<file path="src/include/cfm_consts.vh">
`ifndef CFM_CONSTS_VH
`define CFM_CONSTS_VH

// System clock rate and derived cycles per microsecond
`define CFM_CLK_HZ        40000000
`define CFM_CYC_PER_US    (`CFM_CLK_HZ / 1000000)

// Validation periods in microseconds
`define CFM_VAL0_US       2000
`define CFM_VAL1_US       100000
`define CFM_VAL2_US       200000
`define CFM_VAL3_US       1000000

// Validation period select codes
`define CFM_VSEL_2MS      2'h0
`define CFM_VSEL_100MS    2'h1
`define CFM_VSEL_200MS    2'h2
`define CFM_VSEL_1S       2'h3

// Defect vector layout
`define CFM_NUM_DEF       13
`define CFM_DEF_LOSS_LSB  0
`define CFM_DEF_DRIFT_LSB 4
`define CFM_DEF_LOCK_LSB  8
`define CFM_DEF_XO_BIT    12

// Page codes and the page-select location
`define CFM_PAGE_ADDR     8'hFF
`define CFM_PAGE_MASTER   8'h00
`define CFM_PAGE_CLKMON   8'h01
`define CFM_PAGE_INPUT    8'h02
`define CFM_PAGE_OUTPUT   8'h03
`define CFM_PAGE_PLLA     8'h0A
`define CFM_PAGE_PLLD     8'h0D

// Golden reference select codes (0..3 inputs)
`define CFM_GOLD_XO       3'h4

// Reset values of the page-1 configuration
`define CFM_RST_PERIOD    16'h0040
`define CFM_RST_TRIG      8'h04
`define CFM_RST_CLR       8'h02
`define CFM_RST_VSEL      2'h0
`define CFM_RST_GOLD      3'h4
`define CFM_RST_GATE      16'h1000
`define CFM_RST_DEXP      16'h0100
`define CFM_RST_DSET      16'h0010
`define CFM_RST_DCLR      16'h0008

`endif

</file>
<file path="src/core/cfm_clock_fault_monitor.v">
`timescale 1ns/10ps
`include "cfm_consts.vh"

// What this block does
// - Four monitor kinds: input loss, drift, lock loss, reference oscillator loss.
// - Each defect has an active-high live flag, high only during the defect.
// - Each live flag has a sticky flag, set on defect, held until cleared.
// - Sticky capture is enabled by a configuration bit.
// - Each alarm pin shows the OR of a selected set of sticky flags.
// - Dedicated pins carry fixed defect indications software cannot reassign.
// - A selected subset of sticky flags drives the active-low interrupt pin.
// - Live and sticky states are readable and also appear on pins.
// - Input monitors watch the prescaler-divided clocks, not the raw ones.
// - Each of the four inputs is checked independently for missing edges.
// - Loss asserts once a programmable count of consecutive edges is missing.
// - Recovery means edges back with fewer missing than the recovery count.
// - Loss clears only after recovery holds unbroken for 2ms, 100ms, 200ms or 1s.
// - Drift measures each clock's offset against a selected golden clock.
// - Lock loss compares each PLL's feedback and input clock frequencies.
// - Reference oscillator loss flags a missing external or crystal reference.
// - Loss and drift configuration is reached only on register page 1.
// - Highest address holds the page; writing a listed page code to it switches the page.
module cfm_clock_fault_monitor #(
  parameter        NUM_ALARM = 4,
  parameter        CW        = 16,
  parameter [25:0] VAL0_CYC  = `CFM_VAL0_US * `CFM_CYC_PER_US,
  parameter [25:0] VAL1_CYC  = `CFM_VAL1_US * `CFM_CYC_PER_US,
  parameter [25:0] VAL2_CYC  = `CFM_VAL2_US * `CFM_CYC_PER_US,
  parameter [25:0] VAL3_CYC  = `CFM_VAL3_US * `CFM_CYC_PER_US
) (
  // Clock and reset
  input  wire                           clk_sys,
  input  wire                           rst_b,
  // Watched clocks, all asynchronous
  input  wire [3:0]                     in_div_clk,
  input  wire                           xo_clk,
  input  wire [3:0]                     pll_fb_clk,
  input  wire [3:0]                     pll_ref_clk,
  // Page selection
  input  wire                           page_wr,
  input  wire [7:0]                     page_addr,
  input  wire [7:0]                     page_wdata,
  output reg  [7:0]                     cur_page,
  // Page-1 configuration load
  input  wire                           cfg_wr,
  input  wire [4*CW-1:0]                cfg_exp_period,
  input  wire [CW-1:0]                  cfg_xo_period,
  input  wire [7:0]                     cfg_trig_edges,
  input  wire [7:0]                     cfg_clr_edges,
  input  wire [1:0]                     cfg_val_sel,
  input  wire [2:0]                     cfg_gold_sel,
  input  wire [CW-1:0]                  cfg_gate_len,
  input  wire [4*CW-1:0]                cfg_drift_exp,
  input  wire [CW-1:0]                  cfg_drift_set,
  input  wire [CW-1:0]                  cfg_drift_clr,
  // Lock loss settings
  input  wire [CW-1:0]                  ll_win,
  input  wire [CW-1:0]                  ll_set_thr,
  input  wire [CW-1:0]                  ll_clr_thr,
  // Flag control
  input  wire                           notify_en,
  input  wire                           sticky_clr,
  input  wire [`CFM_NUM_DEF-1:0]        sticky_clr_mask,
  input  wire [`CFM_NUM_DEF-1:0]        int_mask,
  input  wire [NUM_ALARM*`CFM_NUM_DEF-1:0] alarm_sel,
  // Status and alarm outputs
  output wire [`CFM_NUM_DEF-1:0]        defect_live,
  output reg  [`CFM_NUM_DEF-1:0]        defect_sticky,
  output reg  [NUM_ALARM-1:0]           alarm_pin,
  output reg                            gpio_in_loss,
  output reg                            gpio_lock_loss,
  output reg                            interrupt_out_n
);

  localparam ND = `CFM_NUM_DEF;

  // Latched page-1 settings
  reg  [4*CW-1:0] exp_period_r;
  reg  [CW-1:0]   xo_period_r;
  reg  [7:0]      trig_r;
  reg  [7:0]      clr_r;
  reg  [1:0]      vsel_r;
  reg  [2:0]      gold_r;
  reg  [CW-1:0]   gate_len_r;
  reg  [4*CW-1:0] drift_exp_r;
  reg  [CW-1:0]   drift_set_r;
  reg  [CW-1:0]   drift_clr_r;
  reg  [25:0]     val_cyc;
  wire            cfg_take;
  wire            page_ok;

  // Monitor results
  wire [3:0]      in_edge;
  wire [3:0]      in_loss;
  wire            xo_edge;
  wire            xo_loss;
  reg  [3:0]      drift_r;
  reg  [3:0]      lock_r;
  reg             gold_edge;
  reg  [CW-1:0]   gate_cnt_r;
  wire            gate_end;
  reg  [CW-1:0]   ll_cnt_r;
  wire            ll_end;
  wire [ND-1:0]   sticky_nxt;
  wire [ND-1:0]   clr_vec;
  reg  [NUM_ALARM-1:0] alarm_nxt;
  integer         a;

  // Only the listed page codes are accepted; others leave the page alone
  assign page_ok = (page_wdata == `CFM_PAGE_MASTER) || (page_wdata == `CFM_PAGE_CLKMON) ||
                   (page_wdata == `CFM_PAGE_INPUT)  || (page_wdata == `CFM_PAGE_OUTPUT) ||
                   ((page_wdata >= `CFM_PAGE_PLLA) && (page_wdata <= `CFM_PAGE_PLLD));

  // Page register at the top address of every page
  always @(posedge clk_sys) begin
    if (!rst_b) begin
      cur_page <= `CFM_PAGE_MASTER;
    end else if (page_wr && (page_addr == `CFM_PAGE_ADDR) && page_ok) begin
      cur_page <= page_wdata;
    end
  end

  // Loss and drift settings only load while page 1 is selected
  assign cfg_take = cfg_wr && (cur_page == `CFM_PAGE_CLKMON);

  always @(posedge clk_sys) begin
    if (!rst_b) begin
      exp_period_r <= {4{`CFM_RST_PERIOD}};
      xo_period_r  <= `CFM_RST_PERIOD;
      trig_r       <= `CFM_RST_TRIG;
      clr_r        <= `CFM_RST_CLR;
      vsel_r       <= `CFM_RST_VSEL;
      gold_r       <= `CFM_RST_GOLD;
      gate_len_r   <= `CFM_RST_GATE;
      drift_exp_r  <= {4{`CFM_RST_DEXP}};
      drift_set_r  <= `CFM_RST_DSET;
      drift_clr_r  <= `CFM_RST_DCLR;
    end else if (cfg_take) begin
      exp_period_r <= cfg_exp_period;
      xo_period_r  <= cfg_xo_period;
      trig_r       <= cfg_trig_edges;
      clr_r        <= cfg_clr_edges;
      vsel_r       <= cfg_val_sel;
      gold_r       <= cfg_gold_sel;
      gate_len_r   <= cfg_gate_len;
      drift_exp_r  <= cfg_drift_exp;
      drift_set_r  <= cfg_drift_set;
      drift_clr_r  <= cfg_drift_clr;
    end
  end

  // Validation period choice
  always @* begin
    case (vsel_r)
      `CFM_VSEL_2MS:   val_cyc = VAL0_CYC;
      `CFM_VSEL_100MS: val_cyc = VAL1_CYC;
      `CFM_VSEL_200MS: val_cyc = VAL2_CYC;
      `CFM_VSEL_1S:    val_cyc = VAL3_CYC;
      default:         val_cyc = VAL0_CYC;
    endcase
  end

  // Input loss watchers on the divided clocks, one per input
  genvar i;
  generate
    for (i = 0; i < 4; i = i + 1) begin : g_in
      cfm_edge_loss #(
        .PW (CW),
        .EW (8),
        .VW (26)
      ) u_loss (
        .clk_sys    (clk_sys),
        .rst_b      (rst_b),
        .clk_pin    (in_div_clk[i]),
        .exp_period (exp_period_r[i*CW +: CW]),
        .trig_edges (trig_r),
        .clr_edges  (clr_r),
        .val_cyc    (val_cyc),
        .edge_pls   (in_edge[i]),
        .loss       (in_loss[i])
      );
    end
  endgenerate

  // Reference oscillator watcher, same missing-edge scheme
  cfm_edge_loss #(
    .PW (CW),
    .EW (8),
    .VW (26)
  ) u_xo_loss (
    .clk_sys    (clk_sys),
    .rst_b      (rst_b),
    .clk_pin    (xo_clk),
    .exp_period (xo_period_r),
    .trig_edges (trig_r),
    .clr_edges  (clr_r),
    .val_cyc    (val_cyc),
    .edge_pls   (xo_edge),
    .loss       (xo_loss)
  );

  // Golden clock choice; the reference oscillator is the default
  always @* begin
    case (gold_r)
      3'h0:        gold_edge = in_edge[0];
      3'h1:        gold_edge = in_edge[1];
      3'h2:        gold_edge = in_edge[2];
      3'h3:        gold_edge = in_edge[3];
      `CFM_GOLD_XO: gold_edge = xo_edge;
      default:     gold_edge = xo_edge;
    endcase
  end

  // Gate measured in golden edges, so drift is relative to that clock
  assign gate_end = gold_edge &&
                    ({1'b0, gate_cnt_r} + {{CW{1'b0}}, 1'b1} >= {1'b0, gate_len_r});

  always @(posedge clk_sys) begin
    if (!rst_b) begin
      gate_cnt_r <= {CW{1'b0}};
    end else if (gate_end) begin
      gate_cnt_r <= {CW{1'b0}};
    end else if (gold_edge) begin
      gate_cnt_r <= gate_cnt_r + {{(CW-1){1'b0}}, 1'b1};
    end
  end

  // Per-input edge count over the gate, compared with the expected count
  generate
    for (i = 0; i < 4; i = i + 1) begin : g_drift
      reg  [CW-1:0] cnt_r;
      wire [CW-1:0] exp_c;
      wire [CW-1:0] dev;
      assign exp_c = drift_exp_r[i*CW +: CW];
      assign dev   = (cnt_r > exp_c) ? (cnt_r - exp_c) : (exp_c - cnt_r);

      always @(posedge clk_sys) begin
        if (!rst_b) begin
          cnt_r      <= {CW{1'b0}};
          drift_r[i] <= 1'b0;
        end else if (gate_end) begin
          cnt_r <= {{(CW-1){1'b0}}, in_edge[i]};
          // Separate set and clear levels give hysteresis at the threshold
          if (dev > drift_set_r) begin
            drift_r[i] <= 1'b1;
          end else if (dev <= drift_clr_r) begin
            drift_r[i] <= 1'b0;
          end
        end else if (in_edge[i] && (cnt_r != {CW{1'b1}})) begin
          cnt_r <= cnt_r + {{(CW-1){1'b0}}, 1'b1};
        end
      end
    end
  endgenerate

  // Lock-loss window timed by the reference clock
  assign ll_end = ({1'b0, ll_cnt_r} + {{CW{1'b0}}, 1'b1}) >= {1'b0, ll_win};

  always @(posedge clk_sys) begin
    if (!rst_b) begin
      ll_cnt_r <= {CW{1'b0}};
    end else if (ll_end) begin
      ll_cnt_r <= {CW{1'b0}};
    end else begin
      ll_cnt_r <= ll_cnt_r + {{(CW-1){1'b0}}, 1'b1};
    end
  end

  // Feedback and input edges of each PLL counted over the same window
  generate
    for (i = 0; i < 4; i = i + 1) begin : g_lock
      reg  [2:0]    fb_s_r;
      reg  [2:0]    rf_s_r;
      reg  [1:0]    fb_l_r;
      reg  [1:0]    rf_l_r;
      reg  [CW-1:0] fb_cnt_r;
      reg  [CW-1:0] rf_cnt_r;
      wire          fb_edge;
      wire          rf_edge;
      wire [CW-1:0] ll_dev;
      assign fb_edge = fb_l_r[0] & ~fb_l_r[1];
      assign rf_edge = rf_l_r[0] & ~rf_l_r[1];
      assign ll_dev  = (fb_cnt_r > rf_cnt_r) ? (fb_cnt_r - rf_cnt_r) : (rf_cnt_r - fb_cnt_r);

      // Three-stage samplers with agreement filter
      always @(posedge clk_sys) begin
        if (!rst_b) begin
          fb_s_r <= 3'h0;
          rf_s_r <= 3'h0;
          fb_l_r <= 2'h0;
          rf_l_r <= 2'h0;
        end else begin
          fb_s_r    <= {fb_s_r[1:0], pll_fb_clk[i]};
          rf_s_r    <= {rf_s_r[1:0], pll_ref_clk[i]};
          fb_l_r[1] <= fb_l_r[0];
          rf_l_r[1] <= rf_l_r[0];
          if (fb_s_r[1] == fb_s_r[2]) begin
            fb_l_r[0] <= fb_s_r[2];
          end
          if (rf_s_r[1] == rf_s_r[2]) begin
            rf_l_r[0] <= rf_s_r[2];
          end
        end
      end

      always @(posedge clk_sys) begin
        if (!rst_b) begin
          fb_cnt_r  <= {CW{1'b0}};
          rf_cnt_r  <= {CW{1'b0}};
          lock_r[i] <= 1'b0;
        end else if (ll_end) begin
          fb_cnt_r <= {CW{1'b0}};
          rf_cnt_r <= {CW{1'b0}};
          if (ll_dev > ll_set_thr) begin
            lock_r[i] <= 1'b1;
          end else if (ll_dev <= ll_clr_thr) begin
            lock_r[i] <= 1'b0;
          end
        end else begin
          if (fb_edge && (fb_cnt_r != {CW{1'b1}})) begin
            fb_cnt_r <= fb_cnt_r + {{(CW-1){1'b0}}, 1'b1};
          end
          if (rf_edge && (rf_cnt_r != {CW{1'b1}})) begin
            rf_cnt_r <= rf_cnt_r + {{(CW-1){1'b0}}, 1'b1};
          end
        end
      end
    end
  endgenerate

  // Live defect vector, all four monitor kinds
  assign defect_live = {xo_loss, lock_r, drift_r, in_loss};

  // Set wins over a same-cycle clear so no defect is lost
  assign clr_vec    = sticky_clr ? sticky_clr_mask : {ND{1'b0}};
  assign sticky_nxt = (defect_sticky & ~clr_vec) |
                      (notify_en ? defect_live : {ND{1'b0}});

  always @(posedge clk_sys) begin
    if (!rst_b) begin
      defect_sticky <= {ND{1'b0}};
    end else begin
      defect_sticky <= sticky_nxt;
    end
  end

  // Alarm pin terms from the selected sticky flags
  always @* begin
    alarm_nxt = {NUM_ALARM{1'b0}};
    for (a = 0; a < NUM_ALARM; a = a + 1) begin
      alarm_nxt[a] = |(defect_sticky & alarm_sel[a*ND +: ND]);
    end
  end

  // Registered pins; the dedicated ones have fixed meaning
  always @(posedge clk_sys) begin
    if (!rst_b) begin
      alarm_pin       <= {NUM_ALARM{1'b0}};
      gpio_in_loss    <= 1'b0;
      gpio_lock_loss  <= 1'b0;
      interrupt_out_n <= 1'b1;
    end else begin
      alarm_pin       <= alarm_nxt;
      gpio_in_loss    <= |defect_live[`CFM_DEF_DRIFT_LSB-1:`CFM_DEF_LOSS_LSB];
      gpio_lock_loss  <= |defect_live[`CFM_DEF_XO_BIT-1:`CFM_DEF_LOCK_LSB];
      interrupt_out_n <= ~|(defect_sticky & int_mask);
    end
  end

endmodule

</file>
<file path="src/core/cfm_edge_loss.v">
`timescale 1ns/10ps
`include "cfm_consts.vh"

// Missing-edge watcher for one clock sampled in the reference domain
module cfm_edge_loss #(
  parameter PW = 16,
  parameter EW = 8,
  parameter VW = 26
) (
  // Clock and reset
  input  wire          clk_sys,
  input  wire          rst_b,
  // Watched clock, asynchronous to clk_sys
  input  wire          clk_pin,
  // Settings
  input  wire [PW-1:0] exp_period,
  input  wire [EW-1:0] trig_edges,
  input  wire [EW-1:0] clr_edges,
  input  wire [VW-1:0] val_cyc,
  // Results
  output reg           edge_pls,
  output reg           loss
);

  reg          s1_r;
  reg          s2_r;
  reg          s3_r;
  reg          filt_r;
  reg          filt_d_r;
  reg [PW-1:0] win_r;
  reg [EW-1:0] miss_r;
  reg [VW-1:0] val_r;
  wire         rise;
  wire         win_end;
  wire         rec_ok;

  // Three-stage sampler; level moves only when stages two and three agree
  always @(posedge clk_sys) begin
    if (!rst_b) begin
      s1_r     <= 1'b0;
      s2_r     <= 1'b0;
      s3_r     <= 1'b0;
      filt_r   <= 1'b0;
      filt_d_r <= 1'b0;
      edge_pls <= 1'b0;
    end else begin
      s1_r     <= clk_pin;
      s2_r     <= s1_r;
      s3_r     <= s2_r;
      if (s2_r == s3_r) begin
        filt_r <= s3_r;
      end
      filt_d_r <= filt_r;
      edge_pls <= filt_r & ~filt_d_r;
    end
  end

  assign rise    = filt_r & ~filt_d_r;
  assign win_end = ({1'b0, win_r} + {{PW{1'b0}}, 1'b1}) >= {1'b0, exp_period};
  assign rec_ok  = miss_r < clr_edges;

  // One expected period timed by the reference clock without an edge counts as one missing edge
  always @(posedge clk_sys) begin
    if (!rst_b) begin
      win_r  <= {PW{1'b0}};
      miss_r <= {EW{1'b0}};
    end else if (rise) begin
      win_r  <= {PW{1'b0}};
      miss_r <= {EW{1'b0}};
    end else if (win_end) begin
      win_r  <= {PW{1'b0}};
      if (miss_r != {EW{1'b1}}) begin
        miss_r <= miss_r + {{(EW-1){1'b0}}, 1'b1};
      end
    end else begin
      win_r  <= win_r + {{(PW-1){1'b0}}, 1'b1};
    end
  end

  // Loss sets on the trigger count, clears after an unbroken validation wait
  always @(posedge clk_sys) begin
    if (!rst_b) begin
      loss  <= 1'b0;
      val_r <= {VW{1'b0}};
    end else if (!loss) begin
      val_r <= {VW{1'b0}};
      if (miss_r >= trig_edges) begin
        loss <= 1'b1;
      end
    end else if (!rec_ok) begin
      val_r <= {VW{1'b0}};
    end else if (val_r + {{(VW-1){1'b0}}, 1'b1} >= val_cyc) begin
      loss  <= 1'b0;
      val_r <= {VW{1'b0}};
    end else begin
      val_r <= val_r + {{(VW-1){1'b0}}, 1'b1};
    end
  end

endmodule

</file>
<file path="config.mk">
export PLATFORM = sky130hd
export DESIGN_NAME = cfm_clock_fault_monitor
export DESIGN_NICKNAME = d
export VERILOG_FILES = /design/src/core/cfm_clock_fault_monitor.v /design/src/core/cfm_edge_loss.v
export VERILOG_INCLUDE_DIRS = /design/src /design/src/include
export SDC_FILE = /design/constraint.sdc
export NUM_CORES = 2
export LEC_CHECK = 0
export ABC_CLOCK_PERIOD_IN_PS = 11500
export BUFFER_PORTS_ARGS = -buffer_cell sky130_fd_sc_hd__clkbuf_2
export CAP_MARGIN = 20
export CORE_MARGIN = 5
export CORE_UTILIZATION = 25
export CTS_CLUSTER_DIAMETER = 60
export DETAILED_ROUTE_END_ITERATION = 16
export REMOVE_ABC_BUFFERS = 1
export SLEW_MARGIN = 25
export SYNTH_ARGS = -nofsm -noshare
export SYNTH_HDL_FRONTEND = slang
export SYNTH_SLANG_ARGS = --single-unit
</file>
<file path="constraint.sdc">
create_clock -name clk_sys -period 11.5 [get_ports clk_sys]
set_input_delay 2.3 -clock clk_sys [delete_from_list [all_inputs] [get_ports clk_sys]]
set_output_delay 2.3 -clock clk_sys [all_outputs]
set_load 0.1 [all_outputs]
</file>
==> results.yml <==
cts:
  cts.clk_slew.worst_paths_ns: 0.06
  cts_sinks: 798
  cts_buffers: 116
  cts_htree_levels: 3
  tritoncts: "built"
  cts_buffer_depth: 3
  hold_buffers: 0
  post_cts_buffers: 0
  root_buffer: "clkbuf_16"
  cts_resized: 0
  clock_latency_ns: 0.79
yosys:
  syn_area_sq_um: 55200
  synth-compound-area-share_pct: 15.5
  ys_seq_elements: 798
  synth_edf_count: 0
  postSynthCellCount: 6773
  synth_fa_ha_area_share_pct: 18.7
  synth_xor_area_share_pct: 8.54
  async_flop_share_pct: 0
  synth_cell_types: 91
  yosysWarningCount: 0
  syn_avg_cell_area_sq_um: 8.15
  ys_seq_area_share_pct: 28.9
  synthMuxAreaShare_pct: 1.75
  synth-simple-area-share_pct: 21.2
  synth_ff_type: "dfxtp_1"
  synth_top_family_by_area: "simple AND/OR/NAND/NOR gates"
drt:
  vias: 48400
  drtPass1Iterations: 6
  wire_per_inst_microns: 16.5
  ant_nets: 0
  first_iter_violations: 2700
  viasPerCell: 4.76
  drc: 0
  drt-total-wl_microns: 168000
power_and_ir_drop:
  p_int_uw: 5040
  switching_share_pct: 24.6
  p_leak_uw: 0.0271
  vdd_drop_max_uv: 112
  power_density_nw_per_um2: 104
  power_frac_clock_pct: 54.6
  power_frac_seq_pct: 41.7
  combPwrFrac_pct: 3.7
  power.net_switching_uw: 1650
floorplan:
  core_area_sq_um: 220000
  die-area_sq_um: 230000
  ioPinCount: 415
  rows: 172
  die_h_microns: 480
  die_width_microns: 480
  initial_core_util_pct: 25.1
sta:
  post-route-period-util_pct: 49.1
  fin_crit_ns: 5.64
  rsz0062_at_grt: "no"
  final.setup_skew_ns: 0.0646
  setup_viol: 0
  slew_viol_final: 0
  slew_headroom_pct: 25.9
  fmax_ghz: 0.177
  tns_ns: 0
  finalHoldViolations: 0
  tightestPinTransition_ns: 1.10
worst_setup_path:
  cp_top_family: "compound AO/OA/AOI/OAI gates"
  slowest_delay_ns: 0.72
  critPathSlowestCell: "a41o_1"
  worstPathRequired_ns: 12.12
  reg2reg_setup_slack_ns: 5.86
  start_kind: "register"
  crit_path_max_fanout: 21
  crit_chain: "inv_1, ha_1, inv_1, fa_1, a21oi_1, o21ai_0, a2111oi_0, o31ai_1, a221oi_1, a41o_1, mux2_2, a21oi_1, xnor2_1, ha_1, nand4_1, or2_2, nor4_1, a21o_1, o311a_1, o22ai_1"
  crit_type: "reg -> reg"
  path_buf_inv: 2
  critPathArrivalTime_ns: 6.26
  worstSetupEndpointType: "register"
run:
  cap_violations: 0
worst_hold_path:
  hold_class: "reg -> reg"
global_route:
  met2_usage_pct: 23.5
  grt_pass1_wl_microns: 263000
  met1_usage_pct: 18.2
  grt_antenna_before_repair: 9
  grt_pass1_vias: 47700
  grt_max_degree: 180
  grt.overflow.total: 0
  grt_usage_pct: 14.1
  grt-busiest-layer: "met2"
  grtUsageMet3_pct: 2.11
finish:
  postLayoutCellArea_sq_um: 64400
  fillers: 23400
  final_nets: 8303
  areaGrowthSynthToFinish_pct: 16.8
  final_layout_size_suffix_gt1_share_pct: 9.84
placed_design:
  placed_area_sq_um: 60300
  gp_congestion: 0.923
  hpwl_microns: 131000
  io_buffers: 414
status:
  status: "complete, no violations"
area by class of cell:
type	count	area, sq um	share of cell area [%]
Multi-Input combinational cell	5212	36300	56.4
Sequential cell	798	16000	24.8
Tap cell	2958	3700	5.74
Clock buffer	152	3250	5.04
Timing Repair Buffer	441	2350	3.65
Inverter	545	2050	3.19
Clock inverter	65	769	1.19
Antenna cell	6	15.0	0.0233
synth_stat cells (40+ instances only):
| cell type | instances | area, sq um |
|---|---|---|
| a211oi_1 | 40 | 300 |
| a21o_1 | 232 | 1740 |
| a21oi_1 | 533 | 2670 |
| and2_1 | 69 | 432 |
| and3_1 | 110 | 688 |
| and4_1 | 44 | 385 |
| clkbuf_1 | 182 | 683 |
| dfxtp_1 | 798 | 16000 |
| ha_1 | 799 | 10000 |
| inv_1 | 545 | 2050 |
| mux2i_1 | 74 | 741 |
| nand2_1 | 720 | 2700 |
| nand2b_1 | 50 | 313 |
| nand3_1 | 215 | 1080 |
| nand4_1 | 184 | 1150 |
| nor2_1 | 566 | 2120 |
| nor2b_1 | 233 | 1460 |
| nor3_1 | 87 | 435 |
| nor4_1 | 43 | 269 |
| o21a_1 | 45 | 338 |
| o21ai_0 | 191 | 956 |
| xnor2_1 | 394 | 3450 |
| xor2_1 | 144 | 1260 |
cell usage in the layout (no fill, tap or decap), types with 15 or more instances in the layout:
master     synthesis  layout
mux2i_1           74      73
clkbuf_1         182      15
clkbuf_16          0     116
nor4_1            43      42
clkbuf_2           0     413
nor2b_1          233     233
o21ai_0          191     188
o31ai_1           15      15
clkbuf_8           0      21
fa_1              16      16
dfxtp_1          798     798
a21o_1           232     232
xnor2_1          394     394
a31oi_1           32      32
a221oi_1          34      34
a2111oi_0         16      16
and3_1           110     110
mux2_2            18      18
nand2_1          720     719
nor3_1            87      87
nand4_1          184     184
nor2_1           566     566
a22oi_1           29      29
a211oi_1          40      39
inv_6              0      18
or3_1             19      19
o21bai_1          22      22
o21a_1            45      45
nand2b_1          50      50
xor2_1           144     144
and4_1            44      43
buf_4              9      22
and2_1            69      69
or2_2             18      18
a21oi_1          533     533
nand3_1          215     214
inv_1            545     544
ha_1             799     799
o211ai_1          37      37
worst reg2reg max path, delay by kind of cell, from the launching register on:
family,cells,cell delay (ns)
multiplexers,1,0.42
AO/OA/AOI/OAI,10,2.71
AND/OR/NAND/NOR,3,0.81
adder cells (fa/ha/maj),3,0.90
flip-flops,1,0.35
buffers and inverters,2,0.17
XOR/XNOR,1,0.15
flip-flops by register name, indices dropped and copies added, names as in the netlist, 12 cells and up:
name	count
g_in.u_loss.val_r	104
drift_exp_r	64
exp_period_r	64
g_drift.cnt_r	64
g_in.u_loss.win_r	64
g_lock.fb_cnt_r	64
g_lock.rf_cnt_r	64
g_in.u_loss.miss_r	32
u_xo_loss.val_r	26
drift_clr_r	16
drift_set_r	16
gate_cnt_r	16
gate_len_r	16
ll_cnt_r	16
u_xo_loss.win_r	16
xo_period_r	16
defect_sticky	13
g_lock.fb_s_r	12
g_lock.rf_s_r	12
path summary, 6_finish.rpt:
kind	startpoint	to	depth (start not counted)
setup / recovery	g_drift[0].cnt_r[0]	defect_live[4]	20
hold / removal	g_in[0].u_loss.filt_d_r	g_in[0].u_loss.edge_pls	1
setup reg to reg	g_drift[0].cnt_r[0]	defect_live[4]	20
hold reg to reg	g_in[0].u_loss.filt_d_r	g_in[0].u_loss.edge_pls	1
cell families after synthesis:
| family | count (synthesis) |
|---|---|
| AO/OA/AOI/OAI | 1357 |
| XOR/XNOR | 538 |
| adder cells (fa/ha/maj) | 815 |
| buffers and inverters | 763 |
| flip-flops | 798 |
| multiplexers | 93 |
| AND/OR/NAND/NOR | 2409 |
through the flow:
step	cells	utilization [%]	power, uW	setup slack (ns)	hold WS, ns
2_1_floorplan	6555	-	2950	3.92	0.386
3_3_place_gp	9951	27.5	3090	5.79	0.394
3_5_place_dp	9952	27.5	3090	5.78	0.394
4_1_cts	10200	29.3	6810	5.90	0.402
5_1_grt	10200	29.3	6950	5.26	0.436
6_report	10200	29.3	6680	5.86	0.415
power groups by stage:
| stage | clock network (uW) | registers [uW] | logic [uW] |
|---|---|---|---|
| after floorplan | 0 | 2840 | 104 |
| after global placement | 0 | 2840 | 242 |
| after detailed placement | 0 | 2840 | 247 |
| after CTS | 3780 | 2780 | 248 |
| after global routing | 3890 | 2780 | 275 |
| final | 3650 | 2790 | 248 |
routing by layer:
metal,part of all wire [%],vias up
met3,4.5,253
li1,-,24200
met5,0.0048,-
met2,46,956
met4,3.7,2
met1,46,23000
(Power assumes the default switching activity.)
